## src/include/eiu_pkg.sv

```systemverilog
// package for the edge interrupt unit: register map, field layout, resets
// assumes an AXI4-Lite master with 32-bit data and one clock domain
`default_nettype none
package eiu_pkg;
  localparam int unsigned NUM_LINES  = 20;
  localparam int unsigned NUM_PINS   = 16;
  localparam int unsigned ADDR_W     = 8;
  localparam int unsigned DATA_W     = 32;
  // line index of the supply monitor and other internal sources
  localparam int unsigned LINE_SVM   = 16;
  localparam int unsigned LINE_CAL   = 17;
  localparam int unsigned LINE_TAMP  = 18;
  localparam int unsigned LINE_CMP   = 19;
  // register byte offsets
  localparam logic [ADDR_W-1:0] OFS_MASK    = 8'h00;
  localparam logic [ADDR_W-1:0] OFS_RISE    = 8'h04;
  localparam logic [ADDR_W-1:0] OFS_FALL    = 8'h08;
  localparam logic [ADDR_W-1:0] OFS_PEND    = 8'h0c;
  localparam logic [ADDR_W-1:0] OFS_SWTRIG  = 8'h10;
  localparam logic [ADDR_W-1:0] OFS_SVMCTL  = 8'h14;
  localparam logic [ADDR_W-1:0] OFS_LEVEL   = 8'h18;
  // supply monitor control fields
  localparam int unsigned SVM_EN_BIT  = 0;
  localparam int unsigned SVM_DN_BIT  = 1;
  localparam int unsigned SVM_UP_BIT  = 2;
  // reset values
  localparam logic [NUM_LINES-1:0] RST_LINES = 20'h00000;
  localparam logic [2:0]           RST_SVM   = 3'h0;
  // axi responses
  localparam logic [1:0] RESP_OKAY   = 2'h0;
  localparam logic [1:0] RESP_SLVERR = 2'h2;
endpackage : eiu_pkg
`default_nettype wire

```

## src/rtl/eiu_sync.sv

```systemverilog
// two-flop synchroniser bank for asynchronous inputs
// assumes a single clock; first stage is read only by the second
`default_nettype none
module eiu_sync #(
  parameter int unsigned WIDTH = 1
) (
  // clock and reset
  input  wire logic             clk_i,
  input  wire logic             reset_n_i,
  // data
  input  wire logic [WIDTH-1:0] async_i,
  output logic      [WIDTH-1:0] sync_o
);
  logic [WIDTH-1:0] meta_ff;
  logic [WIDTH-1:0] sync_ff;
  logic [WIDTH-1:0] nxt_meta;
  logic [WIDTH-1:0] nxt_sync;

  always_comb begin
    nxt_meta = async_i;
    nxt_sync = meta_ff;
  end

  always_ff @(posedge clk_i) begin
    if (!reset_n_i) begin
      meta_ff <= '0;
      sync_ff <= '0;
    end else begin
      meta_ff <= nxt_meta;
      sync_ff <= nxt_sync;
    end
  end

  assign sync_o = sync_ff;
endmodule : eiu_sync
`default_nettype wire

```

## src/rtl/eiu_edge.sv

```systemverilog
// one edge detector line: rising, falling or both edges
// assumes a synchronised input level on the same clock
`default_nettype none
module eiu_edge (
  // clock and reset
  input  wire logic clk_i,
  input  wire logic reset_n_i,
  // line
  input  wire logic level_i,
  input  wire logic rise_en_i,
  input  wire logic fall_en_i,
  output logic      event_o
);
  logic prev_ff;
  logic nxt_prev;

  always_comb begin
    nxt_prev = level_i;
  end

  always_ff @(posedge clk_i) begin
    if (!reset_n_i) begin
      prev_ff <= 1'b0;
    end else begin
      prev_ff <= nxt_prev;
    end
  end

  // selected edge counts as the trigger
  assign event_o = (rise_en_i & level_i & ~prev_ff) |
                   (fall_en_i & ~level_i & prev_ff);
endmodule : eiu_edge
`default_nettype wire

```

## src/rtl/eiu_top.sv

```systemverilog
// edge interrupt unit: twenty lines, edge select, mask, pending, axi4-lite
// assumes one clock, synchronous active-low reset, asynchronous sources
`default_nettype none
// Operation
// - Twenty independent edge detector lines each raise a request.
// - Each line selects rising, falling or both edges as trigger.
// - Each line has its own mask so a masked line forwards nothing.
// - A pending register keeps one bit per line of unserviced requests.
// - Sixteen lines come from pins and the rest from internal sources.
// - Line requests go straight to the core irq controller unarbitrated.
// - The supply monitor raises events on down, up or both crossings.
// - The supply monitor gives no events until software enables it.
// - Sources are 16 pins, supply monitor, calendar, tamper and stamp sharing one line, comparator.
// - An event on any unmasked line raises a deep-sleep wakeup.
module eiu_top #(
  parameter int unsigned NUM_LINES = eiu_pkg::NUM_LINES
) (
  // clock and reset
  input  wire logic                        CLK_I,
  input  wire logic                        RESET_N_I,
  // axi4-lite write address
  input  wire logic                        S_AXI_AWVALID_I,
  output logic                             S_AXI_AWREADY_O,
  input  wire logic [eiu_pkg::ADDR_W-1:0]  S_AXI_AWADDR_I,
  // axi4-lite write data
  input  wire logic                        S_AXI_WVALID_I,
  output logic                             S_AXI_WREADY_O,
  input  wire logic [eiu_pkg::DATA_W-1:0]  S_AXI_WDATA_I,
  input  wire logic [3:0]                  S_AXI_WSTRB_I,
  // axi4-lite write response
  output logic                             S_AXI_BVALID_O,
  input  wire logic                        S_AXI_BREADY_I,
  output logic [1:0]                       S_AXI_BRESP_O,
  // axi4-lite read address
  input  wire logic                        S_AXI_ARVALID_I,
  output logic                             S_AXI_ARREADY_O,
  input  wire logic [eiu_pkg::ADDR_W-1:0]  S_AXI_ARADDR_I,
  // axi4-lite read data
  output logic                             S_AXI_RVALID_O,
  input  wire logic                        S_AXI_RREADY_I,
  output logic [eiu_pkg::DATA_W-1:0]       S_AXI_RDATA_O,
  output logic [1:0]                       S_AXI_RRESP_O,
  // sources
  input  wire logic [eiu_pkg::NUM_PINS-1:0] PIN_I,
  input  wire logic                        SVM_BELOW_I,
  input  wire logic                        CAL_ALARM_I,
  input  wire logic                        CAL_TAMPER_I,
  input  wire logic                        CAL_STAMP_I,
  input  wire logic                        CMP_WAKE_I,
  // requests
  output logic [NUM_LINES-1:0]             IRQ_LINE_O,
  output logic                             IRQ_O,
  output logic                             WAKEUP_O
);
  localparam int unsigned NS = 5;

  logic [NUM_LINES-1:0] mask_ff, nxt_mask;
  logic [NUM_LINES-1:0] rise_ff, nxt_rise;
  logic [NUM_LINES-1:0] fall_ff, nxt_fall;
  logic [NUM_LINES-1:0] pend_ff, nxt_pend;
  logic [NUM_LINES-1:0] irq_ff, nxt_irq;
  logic                 any_ff, nxt_any;
  logic                 wake_ff, nxt_wake;
  logic [2:0]           svm_ff, nxt_svm;
  logic [NUM_LINES-1:0] swtrig;
  logic [NUM_LINES-1:0] level;
  logic [NUM_LINES-1:0] edge_evt;
  logic [NUM_LINES-1:0] line_rise;
  logic [NUM_LINES-1:0] line_fall;
  logic [NS-1:0]        int_async;
  logic [NS-1:0]        int_sync;
  logic [eiu_pkg::NUM_PINS-1:0] pin_sync;

  // axi state
  logic                        aw_ff, nxt_aw;
  logic                        w_ff, nxt_w;
  logic [eiu_pkg::ADDR_W-1:0]  awaddr_ff, nxt_awaddr;
  logic [eiu_pkg::DATA_W-1:0]  wdata_ff, nxt_wdata;
  logic [3:0]                  wstrb_ff, nxt_wstrb;
  logic                        bvalid_ff, nxt_bvalid;
  logic [1:0]                  bresp_ff, nxt_bresp;
  logic                        rvalid_ff, nxt_rvalid;
  logic [eiu_pkg::DATA_W-1:0]  rdata_ff, nxt_rdata;
  logic [1:0]                  rresp_ff, nxt_rresp;
  logic                        awrdy_ff, nxt_awrdy;
  logic                        wrdy_ff, nxt_wrdy;
  logic                        arrdy_ff, nxt_arrdy;
  logic                        do_wr;
  logic [eiu_pkg::DATA_W-1:0]  wmask;

  function automatic logic addr_ok(input logic [eiu_pkg::ADDR_W-1:0] a);
    addr_ok = (a == eiu_pkg::OFS_MASK) || (a == eiu_pkg::OFS_RISE) ||
              (a == eiu_pkg::OFS_FALL) || (a == eiu_pkg::OFS_PEND) ||
              (a == eiu_pkg::OFS_SWTRIG) || (a == eiu_pkg::OFS_SVMCTL) ||
              (a == eiu_pkg::OFS_LEVEL);
  endfunction : addr_ok

  // pins and internal sources, all synchronised
  eiu_sync #(.WIDTH(eiu_pkg::NUM_PINS)) u_pin_sync (
    .clk_i     (CLK_I),
    .reset_n_i (RESET_N_I),
    .async_i   (PIN_I),
    .sync_o    (pin_sync)
  );

  assign int_async = {CMP_WAKE_I, CAL_STAMP_I, CAL_TAMPER_I,
                      CAL_ALARM_I, SVM_BELOW_I};

  eiu_sync #(.WIDTH(NS)) u_int_sync (
    .clk_i     (CLK_I),
    .reset_n_i (RESET_N_I),
    .async_i   (int_async),
    .sync_o    (int_sync)
  );

  // line source map
  always_comb begin
    level = '0;
    level[eiu_pkg::NUM_PINS-1:0] = pin_sync;
    level[eiu_pkg::LINE_SVM]  = int_sync[0] & svm_ff[eiu_pkg::SVM_EN_BIT];
    level[eiu_pkg::LINE_CAL]  = int_sync[1];
    level[eiu_pkg::LINE_TAMP] = int_sync[2] | int_sync[3];
    level[eiu_pkg::LINE_CMP]  = int_sync[4];
  end

  // supply monitor follows its own crossing selects when enabled
  always_comb begin
    line_rise = rise_ff;
    line_fall = fall_ff;
    line_rise[eiu_pkg::LINE_SVM] = svm_ff[eiu_pkg::SVM_EN_BIT] &
                                   svm_ff[eiu_pkg::SVM_DN_BIT];
    line_fall[eiu_pkg::LINE_SVM] = svm_ff[eiu_pkg::SVM_EN_BIT] &
                                   svm_ff[eiu_pkg::SVM_UP_BIT];
  end

  genvar gi;
  generate
    for (gi = 0; gi < NUM_LINES; gi++) begin : g_line
      eiu_edge u_edge (
        .clk_i     (CLK_I),
        .reset_n_i (RESET_N_I),
        .level_i   (level[gi]),
        .rise_en_i (line_rise[gi]),
        .fall_en_i (line_fall[gi]),
        .event_o   (edge_evt[gi])
      );
    end
  endgenerate

  // axi write handshake
  assign do_wr = aw_ff && w_ff && !bvalid_ff;
  always_comb begin
    wmask = {{8{wstrb_ff[3]}}, {8{wstrb_ff[2]}},
             {8{wstrb_ff[1]}}, {8{wstrb_ff[0]}}};
  end

  always_comb begin
    nxt_aw     = aw_ff;
    nxt_w      = w_ff;
    nxt_awaddr = awaddr_ff;
    nxt_wdata  = wdata_ff;
    nxt_wstrb  = wstrb_ff;
    nxt_bvalid = bvalid_ff;
    nxt_bresp  = bresp_ff;
    if (S_AXI_AWVALID_I && !aw_ff) begin
      nxt_aw     = 1'b1;
      nxt_awaddr = S_AXI_AWADDR_I;
    end
    if (S_AXI_WVALID_I && !w_ff) begin
      nxt_w     = 1'b1;
      nxt_wdata = S_AXI_WDATA_I;
      nxt_wstrb = S_AXI_WSTRB_I;
    end
    if (do_wr) begin
      nxt_aw     = 1'b0;
      nxt_w      = 1'b0;
      nxt_bvalid = 1'b1;
      nxt_bresp  = addr_ok(awaddr_ff) ? eiu_pkg::RESP_OKAY
                                      : eiu_pkg::RESP_SLVERR;
    end
    if (bvalid_ff && S_AXI_BREADY_I) begin
      nxt_bvalid = 1'b0;
    end
  end

  // register writes and pending logic
  always_comb begin
    nxt_mask = mask_ff;
    nxt_rise = rise_ff;
    nxt_fall = fall_ff;
    nxt_svm  = svm_ff;
    swtrig   = '0;
    nxt_pend = pend_ff;
    if (do_wr) begin
      case (awaddr_ff)
        eiu_pkg::OFS_MASK:
          nxt_mask = (mask_ff & ~wmask[NUM_LINES-1:0]) |
                     (wdata_ff[NUM_LINES-1:0] & wmask[NUM_LINES-1:0]);
        eiu_pkg::OFS_RISE:
          nxt_rise = (rise_ff & ~wmask[NUM_LINES-1:0]) |
                     (wdata_ff[NUM_LINES-1:0] & wmask[NUM_LINES-1:0]);
        eiu_pkg::OFS_FALL:
          nxt_fall = (fall_ff & ~wmask[NUM_LINES-1:0]) |
                     (wdata_ff[NUM_LINES-1:0] & wmask[NUM_LINES-1:0]);
        eiu_pkg::OFS_PEND:
          nxt_pend = pend_ff &
                     ~(wdata_ff[NUM_LINES-1:0] & wmask[NUM_LINES-1:0]);
        eiu_pkg::OFS_SWTRIG:
          swtrig = wdata_ff[NUM_LINES-1:0] & wmask[NUM_LINES-1:0];
        eiu_pkg::OFS_SVMCTL:
          if (wstrb_ff[0]) begin
            nxt_svm = wdata_ff[2:0];
          end
        default: begin
        end
      endcase
    end
    // set wins over clear
    nxt_pend = nxt_pend | edge_evt | swtrig;
    nxt_irq  = nxt_pend & mask_ff;
    nxt_any  = |(nxt_pend & mask_ff);
    nxt_wake = |(edge_evt & mask_ff);
  end

  // axi read
  always_comb begin
    nxt_rvalid = rvalid_ff;
    nxt_rdata  = rdata_ff;
    nxt_rresp  = rresp_ff;
    if (S_AXI_ARVALID_I && !rvalid_ff) begin
      nxt_rvalid = 1'b1;
      nxt_rresp  = addr_ok(S_AXI_ARADDR_I) ? eiu_pkg::RESP_OKAY
                                           : eiu_pkg::RESP_SLVERR;
      nxt_rdata  = '0;
      case (S_AXI_ARADDR_I)
        eiu_pkg::OFS_MASK:   nxt_rdata[NUM_LINES-1:0] = mask_ff;
        eiu_pkg::OFS_RISE:   nxt_rdata[NUM_LINES-1:0] = rise_ff;
        eiu_pkg::OFS_FALL:   nxt_rdata[NUM_LINES-1:0] = fall_ff;
        eiu_pkg::OFS_PEND:   nxt_rdata[NUM_LINES-1:0] = pend_ff;
        eiu_pkg::OFS_SVMCTL: nxt_rdata[2:0] = svm_ff;
        eiu_pkg::OFS_LEVEL:  nxt_rdata[NUM_LINES-1:0] = level;
        default: begin
        end
      endcase
    end else if (rvalid_ff && S_AXI_RREADY_I) begin
      nxt_rvalid = 1'b0;
    end
  end

  // readies registered so every output leaves a flop
  always_comb begin
    nxt_awrdy = ~nxt_aw;
    nxt_wrdy  = ~nxt_w;
    nxt_arrdy = ~nxt_rvalid;
  end

  always_ff @(posedge CLK_I) begin
    if (!RESET_N_I) begin
      mask_ff   <= eiu_pkg::RST_LINES;
      rise_ff   <= eiu_pkg::RST_LINES;
      fall_ff   <= eiu_pkg::RST_LINES;
      pend_ff   <= eiu_pkg::RST_LINES;
      irq_ff    <= eiu_pkg::RST_LINES;
      any_ff    <= 1'b0;
      wake_ff   <= 1'b0;
      svm_ff    <= eiu_pkg::RST_SVM;
      aw_ff     <= 1'b0;
      w_ff      <= 1'b0;
      awaddr_ff <= '0;
      wdata_ff  <= '0;
      wstrb_ff  <= '0;
      bvalid_ff <= 1'b0;
      bresp_ff  <= eiu_pkg::RESP_OKAY;
      rvalid_ff <= 1'b0;
      rdata_ff  <= '0;
      rresp_ff  <= eiu_pkg::RESP_OKAY;
      awrdy_ff  <= 1'b1;
      wrdy_ff   <= 1'b1;
      arrdy_ff  <= 1'b1;
    end else begin
      mask_ff   <= nxt_mask;
      rise_ff   <= nxt_rise;
      fall_ff   <= nxt_fall;
      pend_ff   <= nxt_pend;
      irq_ff    <= nxt_irq;
      any_ff    <= nxt_any;
      wake_ff   <= nxt_wake;
      svm_ff    <= nxt_svm;
      aw_ff     <= nxt_aw;
      w_ff      <= nxt_w;
      awaddr_ff <= nxt_awaddr;
      wdata_ff  <= nxt_wdata;
      wstrb_ff  <= nxt_wstrb;
      bvalid_ff <= nxt_bvalid;
      bresp_ff  <= nxt_bresp;
      rvalid_ff <= nxt_rvalid;
      rdata_ff  <= nxt_rdata;
      rresp_ff  <= nxt_rresp;
      awrdy_ff  <= nxt_awrdy;
      wrdy_ff   <= nxt_wrdy;
      arrdy_ff  <= nxt_arrdy;
    end
  end

  // outputs
  assign S_AXI_AWREADY_O = awrdy_ff;
  assign S_AXI_WREADY_O  = wrdy_ff;
  assign S_AXI_BVALID_O  = bvalid_ff;
  assign S_AXI_BRESP_O   = bresp_ff;
  assign S_AXI_ARREADY_O = arrdy_ff;
  assign S_AXI_RVALID_O  = rvalid_ff;
  assign S_AXI_RDATA_O   = rdata_ff;
  assign S_AXI_RRESP_O   = rresp_ff;
  assign IRQ_LINE_O      = irq_ff;
  assign IRQ_O           = any_ff;
  assign WAKEUP_O        = wake_ff;
endmodule : eiu_top
`default_nettype wire

```

## config.mk

```make
export PLATFORM = sky130hd
export DESIGN_NAME = eiu_top
export DESIGN_NICKNAME = d
export VERILOG_FILES = /design/src/include/eiu_pkg.sv /design/src/rtl/eiu_sync.sv /design/src/rtl/eiu_edge.sv /design/src/rtl/eiu_top.sv
export SDC_FILE = /design/constraint.sdc
export NUM_CORES = 1
export LEC_CHECK = 0
export BUFFER_PORTS_ARGS = -buffer_cell sky130_fd_sc_hd__clkbuf_2
export CORE_ASPECT_RATIO = 1.2
export CORE_UTILIZATION = 50
export DETAILED_ROUTE_END_ITERATION = 16
export PLACE_DENSITY_LB_ADDON = 0.25
export SLEW_MARGIN = 25
export SYNTH_ARGS = -nofsm -noshare
export SYNTH_HDL_FRONTEND = slang
export SYNTH_SLANG_ARGS = --single-unit
```

## constraint.sdc

```tcl
create_clock -name CLK_I -period 2.4 [get_ports CLK_I]
set_input_delay 0.36 -clock CLK_I [delete_from_list [all_inputs] [get_ports CLK_I]]
set_output_delay 0.36 -clock CLK_I [all_outputs]
set_load 0.01 [all_outputs]
```

==> PnR_summary.wiki <==
{| class="wikitable"
! Metric !! Value
|-
| Outcome || completed
|-
| Pin count of the biggest net entering global routing || about 110
|-
| Fin. Hold Viols || 0
|-
| Antenna Violating Nets Remaining || 0
|-
| Post-Synthesis Cells || 964
|-
| Total routing resource utilization after global routing || 0.2590
|-
| Via total after detailed routing || 7501
|-
| Total wire length after detailed routing || roughly 24 mm
|-
| Depth of the worst register-to-register path || 6
|-
| Cell Count Post-Placement || about 1300
|-
| Number of synthesized flops with an enable pin || 0
|-
| Global-route wire length before repair || 38.24 mm
|-
| Post-route clock skew || 0.006802 ns
|-
| Start point of the worst hold path || PIN_I[0]
|-
| Top flip-flop cell by instance count after synthesis || sky130_fd_sc_hd__dfxtp_1
|-
| Clock Tree Root || sky130_fd_sc_hd__clkbuf_16
|-
| Number of max-cap violations || 0
|-
| Area Growth Syn to Fin || 17.89%
|-
| Die Outline Area || 18620 µm²
|-
| HPWL reported at the end of detailed placement || 16.29 mm
|-
| Starting density of the core || 0.5143
|-
| Worst slew slack as a fraction of its limit || 0.5503
|-
| WS Path Type || reg -> reg
|-
| Areal power density over the cells || 767.7 nW/µm²
|-
| Final critical path time including I/O delays and setup || between 2 and 2.5 ns
|-
| Critical path cell sequence || or4_1 -> nor3b_4 -> a221o_1 -> a22o_1 -> a221oi_2 -> a41oi_2
|-
| Number of filler instances in the final layout || 1525
|-
| TritonCTS sink count || 227
|-
| Worst-path cell with the longest stage delay || sky130_fd_sc_hd__or4_1
|-
| Number of warnings issued by yosys || 0
|-
| Distinct cell type count of the synthesized netlist || 53
|-
| Setup repair after global routing missed its margin || no
|-
| Setup TNS || 0 ns
|-
| CTS buffer count || 23
|-
| Wire length per cell || 18.41 µm
|-
| Leakage power || 4.196 nW
|-
| IO Pins || between 100 and 150
|-
| IR Drop Worst-Case VDD || just over 0.6 mV
|-
| Actual slew at the worst max-slew pin || between 0.6 and 0.7 ns
|-
| Asr flop ratio synth || 0
|-
| Total number of H-tree levels || 1
|-
| Data arrival time of the critical path || 2.74 ns
|-
| Final #Nets || 1150
|-
| Number of flip-flops and latches in the synthesized netlist || around 230
|-
| Final setup violation count || 0
|-
| Total of cells resized after clock tree synthesis || 0
|-
| Reg2reg start || awaddr_ff[0]$_SDFFE_PN0P_
|-
| Initial antenna violation count || 0
|-
| Clock latency on the worst-skew pair || 0.50 ns
|-
| Multi-input combinational cell area || 4111 µm²
|-
| Post-synthesis instance area || 9037 µm²
|-
| Sequential fraction of the synthesis area || 0.5028
|-
| Critical Path RT || roughly 2.8 ns
|-
| Post-route clock period utilization || 0.9642
|-
| Register cell area after layout || 4544 µm²
|-
| R2R Setup Slk || 0.09 ns
|-
| Drt drc || 0
|-
| Initial DRC count || a little under 800
|-
| Iteration count of the initial detailed-routing pass || 5
|-
| Via count of the first global-routing pass || 7109
|-
| FF-to-FF End || IRQ_O$_SDFF_PN0_
|-
| Chip Height || 149.3 µm
|-
| Die Span X || 124.7 µm
|-
| Clock tree from TritonCTS || built
|-
| Core area || ~18000 µm²
|-
| Routability cong. || 0.8949
|-
| CP Launch Type || flip-flop
|-
| Highest fanout seen on the critical path || 8
|-
| Average size of a mapped cell || 9.375 µm²
|-
| Post-route insts no fill || ~1300
|-
| Worst hold slack after final layout || a little over 0.06 ns
|-
| Utilization of the core after routing || 0.6063
|-
| Max Fclk || 432.1 MHz
|-
| Final Power || 0.008179 W
|-
| Fraction of final layout cells sized beyond drive strength 1 || 0.2127
|-
| Number of antenna diodes || 0
|-
| Largest incremental delay on the critical path || 0.70 ns
|-
| Crit path to || IRQ_O$_SDFF_PN0_
|-
| Max Transition Viols Final || 0
|-
| Kind of path behind the tightest hold check || in -> reg
|-
| Launching element of the worst setup path || awaddr_ff[0]$_SDFFE_PN0P_
|-
| Maximum clock insertion buffer count || 3
|-
| Row count || 53
|-
| Input/output buffers || 115
|-
| Total grt overflow || 0
|-
| Nature of the critical path endpoint || flip-flop
|-
| Clock-pin slew on the worst setup and hold paths || about 0.06 ns
|-
| Via-to-Cell Ratio || 5.743
|}
## cell usage after synthesis, drive strengths merged (4+ instances only)
library cell / count / share of area
dfxtp: 227 / 0.50
nand2: 147 / 0.061
a21oi: 87 / 0.048
and2: 80 / 0.056
nand3: 62 / 0.034
clkbuf: 43 / 0.019
nor2: 42 / 0.017
buf: 35 / 0.025
a22oi: 30 / 0.025
o21ai: 25 / 0.014
and3: 24 / 0.017
a211oi: 20 / 0.017
nand3b: 20 / 0.017
mux4: 18 / 0.045
a221o: 17 / 0.020
mux2i: 13 / 0.014
nand4: 12 / 0.0083
inv: 10 / 0.0042
nor2b: 6 / 0.0042
a221oi: 5 / 0.0069
a41oi: 5 / 0.0057
nand2b: 4 / 0.0028
## area by class of cell
type | count | share of cell area
repair buffers | 146 | 0.08409
well taps | 220 | 0.02584
clock inverters | 11 | 0.01280
clock buffers | 30 | 0.06119
multi-input cells | 662 | 0.3859
inverters | 10 | 0.003641
flip-flops and latches | 227 | 0.4265
## metal layers
layer	wire length [µm]	vias up	part of all wire	global-route usage
li1	-	3600	-	-
met2	11400	320	0.47	0.4340
met5	0	-	0	0
met4	804	0	0.033	0.1012
met3	1745	67	0.073	0.04376
met1	10090	3514	0.42	0.3335
## timing repair
item                       4_1_cts  5_1_grt
hold buffers                     0        0
buffers inserted                 0        1
setup endpoints to repair        0        1
## critical path: cells and delay by family, from the launching register on
family,cells,cell delay [ns]
AOI/OAI and AO/OA,4,0.72
and+or+nand+nor,2,1.18
DFF,1,0.33
## layout by cell type, fill, tap and decap left out, drive strengths merged, types with 2 or more instances in the layout
cell	n
a21oi	87
and3	24
and4bb	2
dfxtp	227
conb	14
a211o	3
mux4	18
and2	80
a22o	3
o21ai	25
a221o	17
or4	2
and4b	3
or3	2
clkinv	8
inv	9
bufinv	3
a41oi	5
a211oi	20
nor2	42
nand2	147
clkbuf	145
buf	31
nor3b	2
nand3	62
nor2b	6
a22oi	30
nand3b	20
nand4	12
nand2b	4
nor4	2
a221oi	5
mux2i	13
nand4b	3
## where the power goes
group,internal [W],leakage [nW],switching [W]
sequential,0.00388,1.85,0.0000931
clock,0.00224,0.392,0.00147
combinational,0.000204,1.95,0.000305
## kinds of logic (layout without fill, tap and decap cells)
group | Yosys count | after routing | synth area share
mux | 31 | 31 | 0.05925
simple gates | 417 | 417 | 0.2417
other cells | 1 | 14 | 0.0004149
buf+inv | 88 | 197 | 0.04873
compound gates | 200 | 200 | 0.1470
flops | 227 | 227 | 0.5028
## worst min-delay path by stage
stage	depth (start not counted)	end
after floorplan	1	u_int_sync.sync_o[0]$_SDFF_PN0_
after global placement	1	u_int_sync.sync_o[4]$_SDFF_PN0_
after detailed placement	1	u_pin_sync.sync_o[1]$_SDFF_PN0_
after CTS	2	u_pin_sync.meta_ff[0]$_SDFF_PN0_
after global routing	2	u_pin_sync.meta_ff[0]$_SDFF_PN0_
final	2	u_pin_sync.meta_ff[0]$_SDFF_PN0_
## stage by stage
step / worst slack [ns] / area (µm²)
finish: 0.08586 / 10650
global route: 0.005261 / 10650
CTS: 0.1154 / 10630
detailed placement: 0.1296 / 9846
global placement: 0.1479 / 9846
floorplan: 0.4318 / 9086
Note: power is estimated with default switching activity, not from simulation.
